**src/rif_pkg.sv**
```systemverilog
// Package for the RTC interrupt flag and control block.
// Assumes a single 100 MHz clock; register access over a simple byte port.
package rif_pkg;
  localparam logic [7:0] ADDR_FLAGS = 8'h00;
  localparam logic [7:0] ADDR_ENABLES = 8'h01;
  localparam logic [7:0] ADDR_RESET = 8'h02;
  localparam logic [7:0] ADDR_CONFIG1 = 8'h03;
  localparam logic [7:0] ADDR_CONFIG2 = 8'h04;
  localparam int BIT_SOURCE = 7;
  localparam int BIT_OSC = 6;
  localparam int BIT_SUPPLY_FAIL = 5;
  localparam int BIT_BATLOW = 4;
  localparam int BIT_DIN = 3;
  localparam int BIT_TIMER = 2;
  localparam int BIT_ALARM2 = 1;
  localparam int BIT_ALARM1 = 0;
  localparam int BIT_SOFT_RESET = 0;
  localparam int BIT_POLARITY = 3;
  localparam int BIT_OSC_ON = 0;
  localparam int BIT_CLKOUT_SEL = 2;
  localparam int AC_LO = 4;
  localparam logic [7:0] RST_ENABLES = 8'h00;
  localparam logic [7:0] RST_CONFIG1 = 8'h03;
  localparam logic [7:0] RST_CONFIG2 = 8'h03;
  localparam logic [7:0] MASK_ENABLES = 8'h7f;
  localparam logic [7:0] MASK_CONFIG1 = 8'h3b;
  localparam logic [7:0] MASK_CONFIG2 = 8'h1f;
  localparam int CLK_HZ = 100_000_000;
  localparam int AC_SHORT_MS = 10;
  localparam int AC_MID_MS = 500;
  localparam int AC_LONG_MS = 5000;
  localparam int AC_SHORT_CYC = CLK_HZ / 1000 * AC_SHORT_MS;
  localparam int AC_MID_CYC = CLK_HZ / 1000 * AC_MID_MS;
  localparam int AC_LONG_CYC = CLK_HZ / 1000 * AC_LONG_MS;
  localparam int AC_CNT_W = 32;
  localparam int REG_COUNT = 5;
  localparam int REG_IDX_W = 3;

  typedef struct packed {
    logic source_on_backup;
    logic osc_stopped;
    logic main_supply_fail;
    logic battery_low;
    logic timer_expired;
    logic alarm2_match;
    logic alarm1_match;
    logic din;
  } rif_events_t;

  typedef struct packed {
    logic wr;
    logic rd;
    logic [7:0] addr;
    logic [7:0] wdata;
  } rif_bus_t;
endpackage : rif_pkg

```
**src/rif_regfile.sv**
```systemverilog
// Small register memory for the RTC interrupt block control registers.
// Read data come out of a register one cycle after the address.
`timescale 1ns/100ps
`default_nettype none
module rif_regfile
  import rif_pkg::*;
(
  input wire logic i_ref_clk,
  input wire logic i_rst_b,
  input wire logic i_clear,
  input wire logic i_we,
  input wire logic [REG_IDX_W-1:0] i_waddr,
  input wire logic [7:0] i_wdata,
  input wire logic [REG_IDX_W-1:0] i_raddr,
  output logic [7:0] o_rdata,
  output logic [7:0] o_enables,
  output logic [7:0] o_config1,
  output logic [7:0] o_config2
);
  typedef struct packed {
    logic [7:0] enables;
    logic [7:0] config1;
    logic [7:0] config2;
    logic [7:0] rdata;
  } rif_rf_state_t;

  rif_rf_state_t st;
  rif_rf_state_t next_st;

  always_comb begin
    next_st = st;
    if (i_we) begin
      case (i_waddr)
        ADDR_ENABLES[REG_IDX_W-1:0]: next_st.enables = i_wdata & MASK_ENABLES;
        ADDR_CONFIG1[REG_IDX_W-1:0]: next_st.config1 = i_wdata & MASK_CONFIG1;
        ADDR_CONFIG2[REG_IDX_W-1:0]: next_st.config2 = i_wdata & MASK_CONFIG2;
        default: next_st.rdata = st.rdata;
      endcase
    end
    case (i_raddr)
      ADDR_ENABLES[REG_IDX_W-1:0]: next_st.rdata = st.enables;
      ADDR_CONFIG1[REG_IDX_W-1:0]: next_st.rdata = st.config1;
      ADDR_CONFIG2[REG_IDX_W-1:0]: next_st.rdata = st.config2;
      default: next_st.rdata = 8'h00;
    endcase
    // Soft reset restores enables and config2, and loads config1 with the oscillator-on bit cleared
    if (i_clear) begin
      next_st.enables = RST_ENABLES;
      next_st.config1 = RST_CONFIG1 & ~(8'h01 << BIT_OSC_ON);
      next_st.config2 = RST_CONFIG2;
    end
  end

  always_ff @(posedge i_ref_clk) begin
    if (!i_rst_b) begin
      st <= '{RST_ENABLES, RST_CONFIG1, RST_CONFIG2, 8'h00};
    end else begin
      st <= next_st;
    end
  end

  assign o_rdata = st.rdata;
  assign o_enables = st.enables;
  assign o_config1 = st.config1;
  assign o_config2 = st.config2;
endmodule : rif_regfile
`default_nettype wire

```
**src/rif_top.sv**
```systemverilog
// RTC interrupt flags, enables, soft reset and first configuration register.
// Assumes event inputs synchronous to i_ref_clk and a byte register port
// driven by the serial-bus front end; i_rd_done marks a completed read.
//
// Functional notes
// RULE1: Flag bit 7 shows supply source, 1 is backup; reads never clear it.
// RULE2: Flag bit 6 reads 1 while oscillator stopped; not cleared by reads.
// RULE3: Flag bit 5 sets on main-supply fail, holds until a completed read.
// RULE4: Battery-low flag bit 4 clears after a completed read.
// RULE5: Digital input flag bit 3 clears after a completed read.
// RULE6: Countdown flag bit 2 clears after a completed read.
// RULE7: Second alarm flag bit 1 clears after a completed read.
// RULE8: First alarm flag bit 0 clears after a completed read.
// RULE9: First alarm match sets flag; with enable it drives an interrupt pin.
// RULE10: Enable bit 6 set suppresses the oscillator stop flag.
// RULE11: Enable bits 5, 4 gate supply-fail and battery-low flags and pins.
// RULE12: Enable bits 3..0 gate input, timer, alarm2 and alarm1 flags.
// RULE13: Soft reset bit clears logic and registers, disables the oscillator.
// RULE14: Field 5:4 picks alarm1 auto-clear: read only, 10ms, 500ms, 5s.
// RULE15: Host avoids the 5s auto-clear when alarm1 fires every second.
// RULE16: Config bit 3 picks input edge: 0 falling, 1 rising.
// RULE17: Config bit 0 turns the crystal oscillator on or off.
// RULE18: With clock output selected, alarm1 interrupt moves to first pin.
// RULE19: Interrupt pins are active low while any routed enabled flag is set.
`timescale 1ns/100ps
`default_nettype none
module rif_top
  import rif_pkg::*;
(
  input wire logic i_ref_clk,
  input wire logic i_rst_b,
  input wire rif_bus_t i_bus,
  input wire logic i_rd_done,
  input wire rif_events_t i_events,
  output logic [7:0] o_rdata,
  output logic o_first_interrupt_pin_b,
  output logic o_second_interrupt_pin_b,
  output logic o_crystal_oscillator_on,
  output logic o_clock_output_select,
  output logic o_soft_reset_pulse
);
  typedef struct packed {
    logic [7:0] flags;
    logic soft_reset_bit;
    logic din_prev;
    logic [AC_CNT_W-1:0] ac_count;
    logic ac_running;
    logic flags_read;
    logic rd_flags_sel;
    logic rd_reset_sel;
    logic [7:0] rdata;
    logic irq_a_b;
    logic irq_b_b;
    logic osc_on;
    logic clk_sel;
    logic soft_pulse;
  } rif_state_t;

  rif_state_t st;
  rif_state_t next_st;
  logic [7:0] rf_rdata;
  logic [7:0] enables;
  logic [7:0] config1;
  logic [7:0] config2;
  logic soft_clear;
  logic rf_we;
  logic [REG_IDX_W-1:0] rf_waddr;
  logic [REG_IDX_W-1:0] rf_raddr;
  logic rf_addr_ok;

  function automatic logic is_addr(input logic [7:0] a, input logic [7:0] r);
    return a == r;
  endfunction : is_addr

  function automatic logic [AC_CNT_W-1:0] ac_limit(input logic [1:0] sel);
    case (sel)
      2'h1: return AC_CNT_W'(AC_SHORT_CYC);
      2'h2: return AC_CNT_W'(AC_MID_CYC);
      2'h3: return AC_CNT_W'(AC_LONG_CYC);
      default: return '0;
    endcase
  endfunction : ac_limit

  assign soft_clear = st.soft_reset_bit; // RULE13
  // Out-of-range addresses go to an unmapped slot so they never alias
  assign rf_addr_ok = (i_bus.addr[7:REG_IDX_W] == '0);
  assign rf_we = i_bus.wr && rf_addr_ok && !soft_clear;
  assign rf_waddr = i_bus.addr[REG_IDX_W-1:0];
  assign rf_raddr = rf_addr_ok ? i_bus.addr[REG_IDX_W-1:0]
                               : REG_IDX_W'(REG_COUNT);

  rif_regfile u_regs (
    .i_ref_clk(i_ref_clk),
    .i_rst_b(i_rst_b),
    .i_clear(soft_clear),
    .i_we(rf_we),
    .i_waddr(rf_waddr),
    .i_wdata(i_bus.wdata),
    .i_raddr(rf_raddr),
    .o_rdata(rf_rdata),
    .o_enables(enables),
    .o_config1(config1),
    .o_config2(config2)
  );

  always_comb begin
    logic din_edge;
    logic [7:0] set_v;
    logic [7:0] clr_v;
    logic a1_routed_a;
    din_edge = 1'b0;
    set_v = 8'h00;
    clr_v = 8'h00;
    a1_routed_a = 1'b0;
    next_st = st;
    next_st.soft_pulse = 1'b0;
    next_st.din_prev = i_events.din;
    // Edge select on the digital input
    if (config1[BIT_POLARITY]) begin // RULE16
      din_edge = i_events.din && !st.din_prev;
    end else begin
      din_edge = !i_events.din && st.din_prev;
    end
    set_v[BIT_SUPPLY_FAIL] = i_events.main_supply_fail
                             && enables[BIT_SUPPLY_FAIL]; // RULE3 RULE11
    set_v[BIT_BATLOW] = i_events.battery_low && enables[BIT_BATLOW]; // RULE11
    set_v[BIT_DIN] = din_edge && enables[BIT_DIN]; // RULE12
    set_v[BIT_TIMER] = i_events.timer_expired && enables[BIT_TIMER]; // RULE12
    set_v[BIT_ALARM2] = i_events.alarm2_match && enables[BIT_ALARM2]; // RULE12
    set_v[BIT_ALARM1] = i_events.alarm1_match && enables[BIT_ALARM1]; // RULE9
    // Sticky flags clear after a completed flag read; a new set wins
    if (st.flags_read && i_rd_done) begin
      clr_v = 8'h3f; // RULE4 RULE5 RULE6 RULE7 RULE8
    end
    if (st.ac_running && st.ac_count == 0) begin
      clr_v[BIT_ALARM1] = 1'b1; // RULE14
    end
    next_st.flags[5:0] = (st.flags[5:0] & ~clr_v[5:0]) | set_v[5:0];
    next_st.flags[BIT_SOURCE] = i_events.source_on_backup; // RULE1
    next_st.flags[BIT_OSC] = i_events.osc_stopped
                             && !enables[BIT_OSC]; // RULE2 RULE10
    // Alarm1 auto-clear timer, restarted on each assertion
    if (set_v[BIT_ALARM1] && config1[AC_LO+:2] != 2'h0) begin
      next_st.ac_running = 1'b1;
      next_st.ac_count = ac_limit(config1[AC_LO+:2]) - AC_CNT_W'(1); // RULE14
    end else if (!next_st.flags[BIT_ALARM1] || config1[AC_LO+:2] == 2'h0) begin
      next_st.ac_running = 1'b0;
      next_st.ac_count = '0;
    end else if (st.ac_running) begin
      next_st.ac_count = st.ac_count - AC_CNT_W'(1);
    end
    // Read tracking and read data
    if (i_bus.rd) begin
      next_st.flags_read = is_addr(i_bus.addr, ADDR_FLAGS);
      next_st.rd_flags_sel = is_addr(i_bus.addr, ADDR_FLAGS);
      next_st.rd_reset_sel = is_addr(i_bus.addr, ADDR_RESET);
    end else if (i_rd_done) begin
      next_st.flags_read = 1'b0;
    end
    // Flag and reset read data follow the last read address; register read data follow the current bus address
    if (st.rd_flags_sel) begin
      next_st.rdata = st.flags;
    end else if (st.rd_reset_sel) begin
      next_st.rdata = {7'h00, st.soft_reset_bit};
    end else begin
      next_st.rdata = rf_rdata;
    end
    // Soft reset bit: set by write, self-clears after one clearing cycle
    if (i_bus.wr && is_addr(i_bus.addr, ADDR_RESET)) begin
      next_st.soft_reset_bit = i_bus.wdata[BIT_SOFT_RESET]; // RULE13
      next_st.soft_pulse = i_bus.wdata[BIT_SOFT_RESET];
    end else if (st.soft_reset_bit) begin
      next_st.soft_reset_bit = 1'b0;
    end
    if (soft_clear) begin
      next_st.flags[5:0] = 6'h00; // RULE13
      next_st.ac_running = 1'b0;
      next_st.ac_count = '0;
    end
    next_st.osc_on = config1[BIT_OSC_ON] && !soft_clear; // RULE17 RULE13
    next_st.clk_sel = config2[BIT_CLKOUT_SEL];
    // Pin routing of enabled flags
    a1_routed_a = config2[BIT_CLKOUT_SEL]; // RULE18
    next_st.irq_a_b = !(|(st.flags[5:1] & enables[5:1])
                        || (a1_routed_a && st.flags[BIT_ALARM1]
                            && enables[BIT_ALARM1])); // RULE19 RULE9
    next_st.irq_b_b = !(!a1_routed_a && st.flags[BIT_ALARM1]
                        && enables[BIT_ALARM1]); // RULE19 RULE9
  end

  always_ff @(posedge i_ref_clk) begin
    if (!i_rst_b) begin
      st <= '0;
      st.irq_a_b <= 1'b1;
      st.irq_b_b <= 1'b1;
      st.osc_on <= RST_CONFIG1[BIT_OSC_ON];
      st.flags <= 8'h40;
    end else begin
      st <= next_st;
    end
  end

  assign o_rdata = st.rdata;
  assign o_first_interrupt_pin_b = st.irq_a_b;
  assign o_second_interrupt_pin_b = st.irq_b_b;
  assign o_crystal_oscillator_on = st.osc_on;
  assign o_clock_output_select = st.clk_sel;
  assign o_soft_reset_pulse = st.soft_pulse;
endmodule : rif_top
`default_nettype wire

```
**config.mk**
```make
export PLATFORM = sky130hd
export DESIGN_NAME = rif_top
export DESIGN_NICKNAME = d
export VERILOG_FILES = /design/src/rif_pkg.sv /design/src/rif_regfile.sv /design/src/rif_top.sv
export SDC_FILE = /design/constraint.sdc
export NUM_CORES = 1
export LEC_CHECK = 0
export ABC_CLOCK_PERIOD_IN_PS = 2500
export BUFFER_PORTS_ARGS = -buffer_cell sky130_fd_sc_hd__buf_4
export CORE_MARGIN = 5
export CORE_UTILIZATION = 45
export DETAILED_ROUTE_END_ITERATION = 12
export PLACE_DENSITY_LB_ADDON = 0.2
export REMOVE_ABC_BUFFERS = 1
export SLEW_MARGIN = 0
export SYNTH_ARGS = -nofsm -noshare
export SYNTH_HDL_FRONTEND = slang
export SYNTH_HIERARCHICAL = 1
export SYNTH_SLANG_ARGS = --single-unit
export TNS_END_PERCENT = 100
```
**constraint.sdc**
```tcl
create_clock -name i_ref_clk -period 2.5 [get_ports i_ref_clk]
set_clock_uncertainty 0.05 [all_clocks]
set_input_delay 0 -clock i_ref_clk [delete_from_list [all_inputs] [get_ports i_ref_clk]]
set_output_delay 0 -clock i_ref_clk [all_outputs]
set_load 0.01 [all_outputs]
```
Word level (Yosys, flattened, before mapping)
Cells that the tools add are included.
{ "word_totals": {"input_bits": 29, "word_cells": 102, "output_inout_bits": 13, "regBits": 83} }
{ "op_classes": {"n_mux": 19, "eq_ne": 10, "n_bitwise": 5, "reduce_logical": 47, "n_addsub": 2} }
{ "ops": {"columns": ["cell", "n"], "rows": [
  ["$mux 32", 3],
  ["$pmux 29 s3", 1],
  ["$sub 32x1->32 const B", 2],
  ["$mux 33", 1],
  ["$logic_not 32->1", 1],
  ["$pmux 7 s3", 1],
  ["$logic_and 1x1->1", 20],
  ["$mux 17", 1],
  ["$mux 8", 2],
  ["$reduce_and 2->1", 5],
  ["$reduce_bool 2->1", 5],
  ["$mux 9", 1],
  ["$eq 8x2->1 const B", 1],
  ["$logic_not 1->1", 8],
  ["$logic_not 8->1", 1],
  ["$and 6x6->6", 1],
  ["$eq 3x1->1 const B", 2],
  ["$eq 3x2->1 const B", 2],
  ["$eq 3x3->1 const B", 2],
  ["$mux 1", 6],
  ["$mux 6", 1],
  ["$not 6->6", 1],
  ["$or 6x6->6", 1],
  ["$and 5x5->5", 1],
  ["other kinds (11)", 13]
]} }

Logic depth before layout (Yosys ltp)
{ "depth": {"ltp_word": 10, "ltp_mapped": 9} }

By module
The synthesis kept the hierarchy.
{ "modules_own_cells": {"columns": ["module", "n_inst", "area_each_um2", "cells_per_inst"], "rows": [
  ["rif_top", 1, 3166.8, 390],
  ["rif_regfile", 1, 1039.7, 97]
]} }

Worst setup path after synthesis
OpenSTA, ideal clock, no wires.
{ "synth_path": {"path_kind": "register to register", "from": "register st[17] (netlist bit)", "to": "register st[37] (netlist bit)", "stages_incl_launch_ff": 8, "slack_ps": 341, "synth_period_minus_slack_ps": 2159, "arrival_ps": 2032, "n_path_buf": 0, "cell_sequence": "dfxtp_1 > inv_1 > ha_1 > or3b_2 > nor4_2 > a31oi_1 > a41o_1 > o22ai_1"} }
{ "synth_via": {"elab_chain_len": 10, "elab_cells_between_ends": 13, "classes_between": "add/sub (1); mux (4); bitwise (3); reduce/logical (5)"} }
{ "synth_rtl": {"columns": ["element", "line_no", "rtl"], "rows": [
  ["from (decl)", "rif_top.sv:59", "rif_state_t st;"],
  ["from (signal assigned)", "rif_top.sv:199", "st <= next_st;"],
  ["branches (longest 10 deep; another with $sub 32x1->32)", null, null]
]} }
Parallel ways; which one is timed is not known. The select of a mux whose other input is x is not followed.
A chain may end at the register's enable or synchronous reset.

Worst setup path after layout
Ends and elaborated chain as after synthesis.

==> out/metrics.yaml <==
floorplan.die_area_um2: 11250
worstSkewPairLatency_ns: 0.37
setup_fix_bufs_post_cts: 0
worst_slew_pin_slew_ns: 0.5975
worst-endpoint-required_ns: 2.73
min_path_type: "in -> reg"
worst_path_cell_chain: "inv_1, ha_1, or3b_2, nor4_2, buf_4, a31oi_1, a41o_1, o22ai_1"
worst_hold_path.endpoint: "u_regs/o_config1[1]$_SDFFE_PP1P_"
outcome: "finished clean"
critical_path_class: "reg -> reg"
syn-cell-area_um2: 4154
finalPower_mw: 2.552
achievable_freq_mhz: 436.2
max-cap-violations: 0
max_stage_delay_ns: 0.54
hold_start: "i_bus[10]"
finalWirelength_mm: 10.89
antenna_cells: 0
cts_tree: "built"
layout-drive-gt1-share: 0.1739
ff2ff_setup_slack_ns: 0.21
final_net_count: 584
die-height_um: 106.1
part_of_the_cycle_the_worst_path_needs: 0.9171
maximum_level_of_the_cts_h_tree: 3
antenna_found_initial: 0
number_of_instances_in_the_synthesized_netlist: 480
synth_warnings: 6
synth_area_per_cell_um2: 8.654
cellLeakagePower_nw: 1.959
cellPowerDensity_nw_per_um2: 502.9
timing.critical_path.slowest_stage_cell: "or3b_2"
cpLargestDelayFamily: "simple AND/OR/NAND/NOR gates"
cts.sink_count: 82
globalplace.congestion: 0.8586
number_of_buffers_added_on_ports: 40
floorplan.initialDensity: 0.4560
grt_max_degree: 32
grt_first_pass_wirelength_mm: 18.16
r2r.worst_path.cells: 8
route.detailed.wl_per_inst_um: 16.42
first_global_vias: 3667
detail_route.vias_per_cell: 5.846
detail_route.iter0.violations: 276
grt_remaining_overflow: 0
num_vias: 3876
boundaryPins: 42
worst-path-buf-inv: 2
gr-usage-all-layers: 0.1979
timing.critical_path.from_type: "flip-flop"
dp_hpwl_mm: 7.692
route.antenna.remaining_nets: 0
chipWidth_um: 106.1
cts-buffers-inserted: 9
final_hold_viol_count: 0
min_delay_path_depth: 4
core_area_um2: 9109
timing.critical_path.to_type: "flip-flop"
fillCellCount: 840
irDropWorstVdd_v: 0.0002623
finalMaxSlewViolations: 0
clockRootBuffer: "clkbuf_8"
placement_rows: 35
worstPathArrival_ns: 2.52
critical_path.reg2reg.endpoint: "st[37]$_SDFFE_PP0P_"
remaining_drc_errors: 0
timing.rr.start: "st[17]$_SDFFE_PP0P_"
unrepaired_setup_endpoints_after_global_routing: "false"
critPathMaxFanout: 8
post-route-min-period_ns: 2.293
setup_viol: 0
detailedRoute.firstPassIterationCount: 7
clk_transition_reported_paths_ns: 0.10
slew_headroom: 0.5961
fin_setup_tns_ns: 0
area_growth_pct: 22.14
clock_path_buffers: 2
[layer usage]
layer / GRT usage / up-vias / share of wire
met4: 0.05088 / 0 / 0.0084
met2: 0.3046 / 121 / 0.46
met1: 0.2801 / 1853 / 0.46
met3: 0.04432 / 11 / 0.067
li1: - / 1891 / -
met5: 0 / - / 0
[worst max-delay path by stage]
stage,end,slack [ns],depth (start not counted),startpoint
final,st[37]$_SDFFE_PP0P_,0.21,8,st[17]$_SDFFE_PP0P_
after global routing,st[19]$_SDFFE_PP0P_,0.007,8,st[17]$_SDFFE_PP0P_
after CTS,st[19]$_SDFFE_PP0P_,0.11,8,st[17]$_SDFFE_PP0P_
after detailed placement,st[19]$_SDFFE_PP0P_,0.13,8,st[17]$_SDFFE_PP0P_
after global placement,st[19]$_SDFFE_PP0P_,0.21,8,st[17]$_SDFFE_PP0P_
after floorplan,st[19]$_SDFFE_PP0P_,0.26,7,u_regs/o_config1[4]$_SDFFE_PP0P_
[metrics by stage]
stage               hold WS, ns  cell area (µm²)    util  worst slack, ns  instances
floorplan               0.01194             3960       -           0.2568        447
global placement         0.1597             4564  0.5011           0.2088        620
detailed placement       0.1625             4564  0.5011           0.1344        620
CTS                     0.07814             5064  0.5559           0.1109        663
global route             0.1366             5074  0.5570         0.006913        663
finish                  0.07842             5074  0.5570           0.2073        663
[placed cells by master, fill, tap and decap left out, types with 3 or more instances in the layout]
| cell type | instances |
|---|---|
| buf_4 | 62 |
| ha_1 | 8 |
| a41oi_1 | 3 |
| nand2_1 | 27 |
| a21oi_1 | 19 |
| nor2b_1 | 14 |
| a21boi_0 | 4 |
| and2_1 | 7 |
| clkbuf_8 | 9 |
| a22oi_1 | 19 |
| nor4_1 | 9 |
| nand3_1 | 17 |
| inv_6 | 3 |
| mux2i_1 | 20 |
| or3_1 | 7 |
| nor2_1 | 54 |
| nor3_1 | 18 |
| xnor2_1 | 4 |
| and3b_1 | 3 |
| o21ai_0 | 25 |
| dfxtp_1 | 82 |
| nand4_1 | 7 |
| or4_1 | 6 |
| dlygate4sd3_1 | 27 |
| a211oi_1 | 5 |
| a31oi_1 | 11 |
| inv_1 | 13 |
| nand2b_1 | 5 |
| a221oi_1 | 3 |
| nor3b_1 | 3 |
| nand4b_1 | 4 |
| mux2_2 | 4 |
| nand3b_1 | 3 |
| o22ai_1 | 4 |
[worst min-delay path: stages]
cell      delay [ns]
buf_4           0.09
nand4b_2        0.23
mux2i_1         0.10
nand2_1         0.05
[where the power goes]
part           total, mW  switching, mW  internal (mW)
Sequential          1.31        0.00165           1.31
Combinational      0.117         0.0502         0.0673
Clock               1.12          0.543          0.580
Total               2.55          0.595           1.96
[cell type report]
cell class                      count  area, µm²  area share
Clock buffer                        9      123.9     0.02441
Clock inverter                      7      105.1     0.02072
Inverter                           13      48.80    0.009618
Multi-Input combinational cell    352       2280      0.4493
Sequential cell                    82       1642      0.3236
Tap cell                          111      138.9     0.02737
Timing Repair Buffer               89      735.7      0.1450
[repair_timing]
item                       CTS  global route
hold endpoints to repair    44             0
setup endpoints to repair    0             6
hold buffers                27             0
resized for setup            0             2
[state kept, by name (all words and copies together) (netlist names), 5 cells and up]
signal / cells
u_regs/o_enables: 7
u_regs/o_config1: 5
o_rdata: 8
u_regs/o_rdata: 7
u_regs/o_config2: 5
st: 45
Power figures use the tool's default switching activity.
